**src/include/pio_pkg.sv**
```systemverilog
package pio_pkg;

	// Register indices as printed; not all are multiples of four.
	localparam logic [11:0] IDX_B_DIR  = 12'h2C6;
	localparam logic [11:0] IDX_B_PIN  = 12'h2C8;
	localparam logic [11:0] IDX_B_LAT  = 12'h2CB;
	localparam logic [11:0] IDX_C_DIR  = 12'h2CC;
	localparam logic [11:0] IDX_C_PIN  = 12'h2CE;
	localparam logic [11:0] IDX_C_LAT  = 12'h2D0;
	localparam logic [11:0] IDX_D_DIR  = 12'h2D2;
	localparam logic [11:0] IDX_D_PIN  = 12'h2D4;
	localparam logic [11:0] IDX_D_LAT  = 12'h2D6;
	localparam logic [11:0] IDX_F_DIR  = 12'h2DE;
	localparam logic [11:0] IDX_F_PIN  = 12'h2E0;
	localparam logic [11:0] IDX_F_LAT  = 12'h2E2;

	// Implemented-bit masks, larger variant and smaller variant.
	localparam logic [15:0] MASK_B_BIG   = 16'h03FF;
	localparam logic [15:0] MASK_B_SMALL = 16'h00FF;
	localparam logic [15:0] MASK_C       = 16'hE000;
	localparam logic [15:0] MASK_D_BIG   = 16'h0300;
	localparam logic [15:0] MASK_D_SMALL = 16'h0001;
	localparam logic [15:0] MASK_F_BIG   = 16'h007C;
	localparam logic [15:0] MASK_F_SMALL = 16'h0000;

	// Latch and sampled level reset value.
	localparam logic [15:0] RST_ZERO = 16'h0000;

	// Bus response codes.
	localparam logic [1:0] RESP_OKAY   = 2'h0;
	localparam logic [1:0] RESP_SLVERR = 2'h2;

endpackage

```
**src/rtl/pio_ports.sv**
```systemverilog
`timescale 1ns/1ps

// Contract
// - Unimplemented register bits read zero and ignore writes.
// - Larger variant group B has pins 0 to 9; direction resets to 0x03FF.
// - Smaller variant group B has pins 0 to 7; direction resets to 0x00FF.
// - Group C has pins 13 to 15 only; direction resets to 0xE000.
// - Smaller variant group D has pin 0 only; direction resets to 0x0001.
// - Larger variant group F has pins 2 to 6; direction resets to 0x007C.
// - The smaller variant has no group F registers at all.
// - Level and latch registers reset to zero so outputs stay low.
// - Direction one makes the pin an input, driver off; zero an output.
// - Reading a level register gives sampled pins; writing it sets the latch.
// - Reading a latch register returns the latch, not the pins.
module pio_ports
	import pio_pkg::*;
#(
	parameter bit BIG_VARIANT = 1'b1
)
(
	// Clock and reset.
	input  wire logic        sys_clk,
	input  wire logic        srst,
	// AXI4-Lite write address and data.
	input  wire logic [13:0] s_axi_awaddr,
	input  wire logic        s_axi_awvalid,
	output logic             s_axi_awready,
	input  wire logic [31:0] s_axi_wdata,
	input  wire logic [3:0]  s_axi_wstrb,
	input  wire logic        s_axi_wvalid,
	output logic             s_axi_wready,
	// AXI4-Lite write response.
	output logic [1:0]       s_axi_bresp,
	output logic             s_axi_bvalid,
	input  wire logic        s_axi_bready,
	// AXI4-Lite read.
	input  wire logic [13:0] s_axi_araddr,
	input  wire logic        s_axi_arvalid,
	output logic             s_axi_arready,
	output logic [31:0]      s_axi_rdata,
	output logic [1:0]       s_axi_rresp,
	output logic             s_axi_rvalid,
	input  wire logic        s_axi_rready,
	// Pins, one word per group: B, C, D, F.
	input  wire logic [63:0] pin_in,
	output logic      [63:0] pin_out,
	output logic      [63:0] pin_oe
);

	localparam logic [63:0] MASK_ALL = {
		(BIG_VARIANT ? MASK_F_BIG : MASK_F_SMALL),
		(BIG_VARIANT ? MASK_D_BIG : MASK_D_SMALL),
		MASK_C,
		(BIG_VARIANT ? MASK_B_BIG : MASK_B_SMALL)};

	logic [63:0] dir_r, dir_nxt, lat_r, lat_nxt;
	logic [63:0] sync1_r, sync2_r, pout_r, pout_nxt, poe_r, poe_nxt;
	logic        aw_got_r, aw_got_nxt, w_got_r, w_got_nxt;
	logic [11:0] aw_idx_r, aw_idx_nxt;
	logic [15:0] wd_r, wd_nxt;
	logic [1:0]  wstrb_r, wstrb_nxt;
	logic        bvalid_r, bvalid_nxt, rvalid_r, rvalid_nxt;
	logic [1:0]  bresp_r, bresp_nxt, rresp_r, rresp_nxt;
	logic [31:0] rdata_r, rdata_nxt;
	logic        awready_r, wready_r, arready_r;
	logic        awready_nxt, wready_nxt, arready_nxt;

	// Map a word index to a group (0..3) and kind (0 dir,1 pin,2 lat).
	function automatic logic [4:0] decode(input logic [11:0] idx);
		logic [4:0] d;
		d = 5'h00;
		case (idx)
			IDX_B_DIR: d = {1'b1, 2'd0, 2'd0};
			IDX_B_PIN: d = {1'b1, 2'd0, 2'd1};
			IDX_B_LAT: d = {1'b1, 2'd0, 2'd2};
			IDX_C_DIR: d = {1'b1, 2'd1, 2'd0};
			IDX_C_PIN: d = {1'b1, 2'd1, 2'd1};
			IDX_C_LAT: d = {1'b1, 2'd1, 2'd2};
			IDX_D_DIR: d = {1'b1, 2'd2, 2'd0};
			IDX_D_PIN: d = {1'b1, 2'd2, 2'd1};
			IDX_D_LAT: d = {1'b1, 2'd2, 2'd2};
			// The smaller variant leaves group F unmapped.
			IDX_F_DIR: d = {BIG_VARIANT, 2'd3, 2'd0};
			IDX_F_PIN: d = {BIG_VARIANT, 2'd3, 2'd1};
			IDX_F_LAT: d = {BIG_VARIANT, 2'd3, 2'd2};
			default:   d = 5'h00;
		endcase
		return d;
	endfunction

	// Write path: address and data taken in any order, then one response.
	always_comb
	begin
		logic [4:0]  wd;
		logic [15:0] bmask, wmask;
		wd = decode(aw_idx_r);
		bmask = {{8{wstrb_r[1]}}, {8{wstrb_r[0]}}};
		wmask = bmask & MASK_ALL[wd[3:2]*16 +: 16];
		aw_got_nxt = aw_got_r;
		w_got_nxt = w_got_r;
		aw_idx_nxt = aw_idx_r;
		wd_nxt = wd_r;
		wstrb_nxt = wstrb_r;
		bvalid_nxt = bvalid_r;
		bresp_nxt = bresp_r;
		dir_nxt = dir_r;
		lat_nxt = lat_r;
		if (s_axi_awvalid && awready_r)
		begin
			aw_got_nxt = 1'b1;
			aw_idx_nxt = s_axi_awaddr[13:2];
		end
		if (s_axi_wvalid && wready_r)
		begin
			w_got_nxt = 1'b1;
			wd_nxt = s_axi_wdata[15:0];
			wstrb_nxt = s_axi_wstrb[1:0];
		end
		if (aw_got_r && w_got_r && !bvalid_r)
		begin
			aw_got_nxt = 1'b0;
			w_got_nxt = 1'b0;
			bvalid_nxt = 1'b1;
			bresp_nxt = wd[4] ? RESP_OKAY : RESP_SLVERR;
			if (wd[4] && wd[1:0] == 2'd0)
				dir_nxt[wd[3:2]*16 +: 16] = (dir_r[wd[3:2]*16 +: 16] & ~wmask)
					| (wd_r & wmask);
			// Level-register writes land in the latch.
			else if (wd[4])
				lat_nxt[wd[3:2]*16 +: 16] = (lat_r[wd[3:2]*16 +: 16] & ~wmask)
					| (wd_r & wmask);
		end
		if (bvalid_r && s_axi_bready)
			bvalid_nxt = 1'b0;
		awready_nxt = !aw_got_nxt && !bvalid_nxt;
		wready_nxt = !w_got_nxt && !bvalid_nxt;
	end

	// Read path: one cycle from address acceptance to valid data.
	always_comb
	begin
		logic [4:0]  rd;
		logic [15:0] v;
		rd = decode(s_axi_araddr[13:2]);
		v = 16'h0000;
		rvalid_nxt = rvalid_r;
		rdata_nxt = rdata_r;
		rresp_nxt = rresp_r;
		case (rd[1:0])
			2'd0:    v = dir_r[rd[3:2]*16 +: 16];
			2'd1:    v = sync2_r[rd[3:2]*16 +: 16];
			2'd2:    v = lat_r[rd[3:2]*16 +: 16];
			default: v = 16'h0000;
		endcase
		if (s_axi_arvalid && arready_r)
		begin
			rvalid_nxt = 1'b1;
			rdata_nxt = {16'h0000, v & MASK_ALL[rd[3:2]*16 +: 16]};
			if (!rd[4])
				rdata_nxt = 32'h0000_0000;
			rresp_nxt = rd[4] ? RESP_OKAY : RESP_SLVERR;
		end
		else if (rvalid_r && s_axi_rready)
			rvalid_nxt = 1'b0;
		arready_nxt = !rvalid_nxt;
	end

	// Pad drive: direction one turns the driver off.
	always_comb
	begin
		poe_nxt = ~dir_nxt & MASK_ALL;
		pout_nxt = lat_nxt & MASK_ALL;
	end

	// Registers. Direction resets to the implemented mask, so all pins
	// come up as inputs with the drivers off.
	always_ff @(posedge sys_clk)
	begin
		if (srst)
		begin
			dir_r <= MASK_ALL;
			lat_r <= {4{RST_ZERO}};
			sync1_r <= {4{RST_ZERO}};
			sync2_r <= {4{RST_ZERO}};
			pout_r <= {4{RST_ZERO}};
			poe_r <= {4{RST_ZERO}};
			aw_got_r <= 1'b0;
			w_got_r <= 1'b0;
			aw_idx_r <= 12'h000;
			wd_r <= 16'h0000;
			wstrb_r <= 2'h0;
			bvalid_r <= 1'b0;
			bresp_r <= RESP_OKAY;
			rvalid_r <= 1'b0;
			rresp_r <= RESP_OKAY;
			rdata_r <= 32'h0000_0000;
			awready_r <= 1'b0;
			wready_r <= 1'b0;
			arready_r <= 1'b0;
		end
		else
		begin
			dir_r <= dir_nxt;
			lat_r <= lat_nxt;
			// Two stages; the pin word seen by reads lags the pins by two
			// clocks, which is why software needs the spare cycle.
			sync1_r <= pin_in;
			sync2_r <= sync1_r & MASK_ALL;
			pout_r <= pout_nxt;
			poe_r <= poe_nxt;
			aw_got_r <= aw_got_nxt;
			w_got_r <= w_got_nxt;
			aw_idx_r <= aw_idx_nxt;
			wd_r <= wd_nxt;
			wstrb_r <= wstrb_nxt;
			bvalid_r <= bvalid_nxt;
			bresp_r <= bresp_nxt;
			rvalid_r <= rvalid_nxt;
			rresp_r <= rresp_nxt;
			rdata_r <= rdata_nxt;
			awready_r <= awready_nxt;
			wready_r <= wready_nxt;
			arready_r <= arready_nxt;
		end
	end

	// Output ports come straight from flip-flops.
	assign s_axi_awready = awready_r;
	assign s_axi_wready = wready_r;
	assign s_axi_bvalid = bvalid_r;
	assign s_axi_bresp = bresp_r;
	assign s_axi_arready = arready_r;
	assign s_axi_rvalid = rvalid_r;
	assign s_axi_rresp = rresp_r;
	assign s_axi_rdata = rdata_r;
	assign pin_out = pout_r;
	assign pin_oe = poe_r;

	// Checks.
	a_unimpl_quiet: assert property (@(posedge sys_clk) disable iff (srst)
		(pin_oe & ~MASK_ALL) == 64'h0 && (pin_out & ~MASK_ALL) == 64'h0)
		else $error("unimplemented pin driven");
	a_reset_dir: assert property (@(posedge sys_clk)
		$past(srst) |-> dir_r == MASK_ALL && pin_oe == 64'h0)
		else $error("direction reset value wrong");
	a_reset_lat: assert property (@(posedge sys_clk)
		$past(srst) |-> lat_r == 64'h0 && pin_out == 64'h0)
		else $error("latch not cleared by reset");
	a_oe_follows: assert property (@(posedge sys_clk) disable iff (srst)
		$past(!srst) |-> pin_oe == ($past(~dir_nxt) & MASK_ALL))
		else $error("driver enable does not follow direction");
	a_out_follows: assert property (@(posedge sys_clk) disable iff (srst)
		##1 pin_out == ($past(lat_r, 1) & MASK_ALL) || $changed(lat_r))
		else $error("pin output not latch");
	a_pin_sync: assert property (@(posedge sys_clk) disable iff (srst)
		##2 sync2_r == ($past(pin_in, 2) & MASK_ALL))
		else $error("sampled level wrong");
	a_read_rdhi: assert property (@(posedge sys_clk) disable iff (srst)
		s_axi_rvalid |-> s_axi_rdata[31:16] == 16'h0)
		else $error("upper read bits nonzero");
	a_f_absent: assert property (@(posedge sys_clk) disable iff (srst)
		!BIG_VARIANT |-> pin_oe[63:48] == 16'h0 && dir_r[63:48] == 16'h0)
		else $error("group F present on smaller variant");
	a_pinwr_lat: assert property (@(posedge sys_clk) disable iff (srst)
		(aw_got_r && w_got_r && !bvalid_r && decode(aw_idx_r) ==
		{1'b1, 2'd0, 2'd1} && wstrb_r == 2'h3) |=> lat_r[15:0] ==
		($past(wd_r) & MASK_ALL[15:0]))
		else $error("level write did not reach latch");
	a_resp_hold: assert property (@(posedge sys_clk) disable iff (srst)
		s_axi_rvalid && !s_axi_rready |=> s_axi_rvalid && $stable(s_axi_rdata))
		else $error("read data dropped");

	// Write answer must stand until taken, or software loses the status.
	a_wresp_hold: assert property (@(posedge sys_clk) disable iff (srst)
		s_axi_bvalid && !s_axi_bready |=> s_axi_bvalid && $stable(s_axi_bresp))
		else $error("write response dropped");
	// Unmapped reads must not leak stale data onto the bus.
	a_unmapped_zero: assert property (@(posedge sys_clk) disable iff (srst)
		s_axi_rvalid && s_axi_rresp == RESP_SLVERR |-> s_axi_rdata == 32'h0)
		else $error("unmapped read returned data");
	// An input pin must never have its driver on.
	a_input_quiet: assert property (@(posedge sys_clk) disable iff (srst)
		(pin_oe & dir_r) == 64'h0)
		else $error("driver on for an input pin");
	// Address and data are refused while a write answer is pending.
	a_ready_low: assert property (@(posedge sys_clk) disable iff (srst)
		s_axi_bvalid |-> !s_axi_awready && !s_axi_wready)
		else $error("write accepted while answer pending");

	// Main scenarios worth seeing at least once.
	c_write: cover property (@(posedge sys_clk) s_axi_bvalid && s_axi_bready);
	c_read: cover property (@(posedge sys_clk) s_axi_rvalid && s_axi_rready);
	c_drive: cover property (@(posedge sys_clk) pin_oe[0]);
	c_err: cover property (@(posedge sys_clk) s_axi_rvalid &&
		s_axi_rresp == RESP_SLVERR);
	c_werr: cover property (@(posedge sys_clk) s_axi_bvalid &&
		s_axi_bresp == RESP_SLVERR);

endmodule

```
**config.mk**
```make
export PLATFORM = sky130hd
export DESIGN_NAME = pio_ports
export DESIGN_NICKNAME = d
export VERILOG_FILES = /design/src/include/pio_pkg.sv /design/src/rtl/pio_ports.sv
export SDC_FILE = /design/constraint.sdc
export NUM_CORES = 1
export LEC_CHECK = 0
export BUFFER_PORTS_ARGS = -buffer_cell sky130_fd_sc_hd__buf_2
export CAP_MARGIN = 10
export CORE_UTILIZATION = 25
export CTS_BUF_LIST = sky130_fd_sc_hd__clkbuf_8 sky130_fd_sc_hd__clkbuf_16
export CTS_CLUSTER_DIAMETER = 30
export DETAILED_ROUTE_END_ITERATION = 10
export PLACE_DENSITY = 0.49
export SYNTH_ARGS = -nofsm -noshare
export SYNTH_HDL_FRONTEND = slang
export SYNTH_SLANG_ARGS = --single-unit
```
**constraint.sdc**
```tcl
create_clock -name sys_clk -period 3.6 [get_ports sys_clk]
set_input_delay 0.72 -clock sys_clk [delete_from_list [all_inputs] [get_ports sys_clk]]
set_output_delay 0.72 -clock sys_clk [all_outputs]
set_load 0.005 [all_outputs]
```
==> metrics.txt <==
status completed; P per Cell Area 566 nW/µm²; Placed Area between 10000 and 15000 µm²; CTS sink cnt 213; clock transition at the registers of the reported paths 0.05 ns; Total GRT Usage 0.160; core area between 40000 and 50000 µm²; Hold Path Depth 2; share of the synthesized area in the top cell type 0.392; post-route ant nets 0; Storage cell area between 4000 and 5000 µm²; FF-to-FF setup slack 0.48 ns; Top Usage Layer GRT met2; Slowest Stage Delay on Critical Path 0.89 ns; vias in the first global route a little over 9000; CTS Buf Count 54; vias after detailed routing about 9800; worst-case clock buffer depth 3; most frequent cells in the layout nand2_1, dfxtp_1, buf_2; total power 7.83 mW; CP Data Required Time 4.11 ns; P&R area growth vs syn 27.1%; Slew headroom 0.225; most common cell after layout, fill and taps aside nand2_1; Final Max Tran Viols 0; clk_skew 0.0371 ns; Iter 0 DRT Violations 711; crit path max-delay cell type a21oi_1; Skew-Pair Late Insertion Delay 0.59 ns; Routed WL 35600 µm; initial antenna violation count 1; first-pass GRT wire length 54400 µm; H-Tree Depth 2; synthesized area per cell 8.21 µm²; register area share after synthesis 0.392; Rows between 70 and 80; Setup Fix Bufs, Post-CTS 0; synth warn 0; Starting Density 0.253; layout cell share with drive strength beyond 1 0.219; reg-to-reg endpoint lat_r[31]; critical path endpoint category register; ranking of synthesized cells by area dfxtp_1, buf_4, nand2_1; final net count between 1500 and 2000; grt ovf 0; Worst-Margin Slew approximately 1.2 ns; CTS tree yes; Synth Cell Area between 10000 and 15000 µm²; Unique masters post-synth 82; Final setup viols 0; synthesized flop and latch total 213; hpwl dp 26300 µm; most used cell, CP buf_4; I/O Buffers 125; number of antenna repair diodes 0; Max-cap violations 0; Peak supply drop ~0.00042 V; startpoint types register; pin count of the biggest net entering global routing 43; HP Start pin_in[9]; crit path cell chain buf_4, nor4b_2, o21ba_2, a211o_1, inv_1, ha_1, buf_4, a21oi_1, nand2_1, o21ai_0; Hold Path Sink sync1_r[9]; final worst path period need between 3 and 4 ns; # IOs 304; crit-path max FO 13; Sum Neg Setup Slack 0 ns; final hold viol count 0; Fillers roughly 4500; FMAX 0.320 GHz; ys async rst share 0; Hold Path Class input port to register; RSZ-0062 raised after global routing false; hold_buf cts 0; Period Utilization, post-route 0.867; Post-Syn Instances 1326; Post-synth EDFFs 0; M2 GR Usage 0.235; pre-CTS setup slack 0.131 ns; reg2reg path depth 10; Leakage ~5.7 nW; Worst EP arrival around 3.6 ns; M1 GR Usage 0.218; reg2reg start aw_idx_r[3]; Clock Root Buffer clkbuf_16; DR vias/cell 4.68; Yosys top cell by area dfxtp_1; die area between 40000 and 50000 µm²; Top FF cell, synth dfxtp_1; RePlAce Congestion 0.866; post-cts repair resize count 0; Avg WL per Cell 16.9 µm; Initial DRT Pass Iterations 7; DRC viols 0; M3 GR Usage 0.0431; Die H 211 µm; fin util 0.322; die width 211 µm; area of the multi-input gates 5660 µm²; setup ws final 0.480 ns; critical path class register to register; Final Instance Area 13800 µm²
## worst max-delay path by stage
stage | start | end | slack, ns | depth (start not counted)
finish | aw_idx_r[3] | lat_r[31] | 0.48 | 10
global route | aw_idx_r[3] | pin_oe[29] | 0.23 | 12
CTS | aw_idx_r[3] | pin_oe[29] | 0.45 | 12
global placement | s_axi_araddr[10] | s_axi_rdata[1] | 0.13 | 12
floorplan | s_axi_araddr[5] | s_axi_rdata[0] | 0.37 | 16
detailed placement | s_axi_araddr[10] | s_axi_rdata[1] | 0.13 | 12
## worst max-delay path, delay by kind of cell (launching register included)
family,cells,cell delay (ns)
buffers and inverters,3,0.52
adder cells (fa/ha/maj),1,0.23
AO/OA/AOI/OAI,4,1.63
flip-flops,1,0.49
AND/OR/NAND/NOR,2,0.17
## sequential cells by signal, summed over array words and instances, names as in the netlist, named ones only
register       cells
lat_r             52
dir_r             32
pin_oe            20
sync1_r           20
sync2_r           20
s_axi_rdata       13
wd_r              13
aw_idx_r          12
wstrb_r            2
aw_got_r           1
s_axi_arready      1
s_axi_awready      1
s_axi_bresp        1
s_axi_bvalid       1
s_axi_rresp        1
s_axi_rvalid       1
s_axi_wready       1
w_got_r            1
## kinds of logic (layout without fill, tap and decap cells)
family / after synthesis / in the layout / share of synthesized area
other: 1 / 109 / 0.000345
AOI/OAI and AO/OA: 387 / 387 / 0.228
and+or+nand+nor: 444 / 444 / 0.197
DFF: 213 / 213 / 0.392
adders and majority gates: 9 / 9 / 0.0103
buffers and inverters: 223 / 302 / 0.126
xor gates and xnor gates: 1 / 1 / 0.000805
muxes: 48 / 48 / 0.0455
## routing by layer
metal | wire length [µm] | vias up
met3 | 2910 | 75
li1 | - | 4758
met2 | 15000 | 406
met5 | 19 | -
met4 | 1190 | 2
met1 | 16500 | 4571
## layout make-up
type	count	share of cell area
repair buffers	190	0.0852
multi-input cells	998	0.409
clock buffers	59	0.104
clock inverters	42	0.0377
inverters	11	0.00299
flip-flops and latches	213	0.308
well taps	585	0.0529
## synth_stat cells (17+ instances only)
cell,number
dfxtp_1,213
o21ai_0,105
nor2_1,57
nor2b_1,54
a21oi_1,93
a211oi_1,20
clkbuf_1,58
nand2_1,223
o21ai_1,21
o21a_1,17
buf_4,129
mux2i_1,36
a22oi_1,22
## power by group
part / switching [mW] / internal, mW
clock: 1.61 / 3.47
combinational: 0.209 / 0.116
sequential: 0.0258 / 2.41
## through the flow
| stage | hold WS, ns | instances |
|---|---|---|
| after CTS | 0.302 | 2098 |
| final | 0.339 | 2098 |
| after detailed placement | 0.427 | 1997 |
| after floorplan | 0.414 | 1434 |
| after global placement | 0.424 | 1997 |
| after global routing | 0.328 | 2098 |
Power figures use the tool's default switching activity.
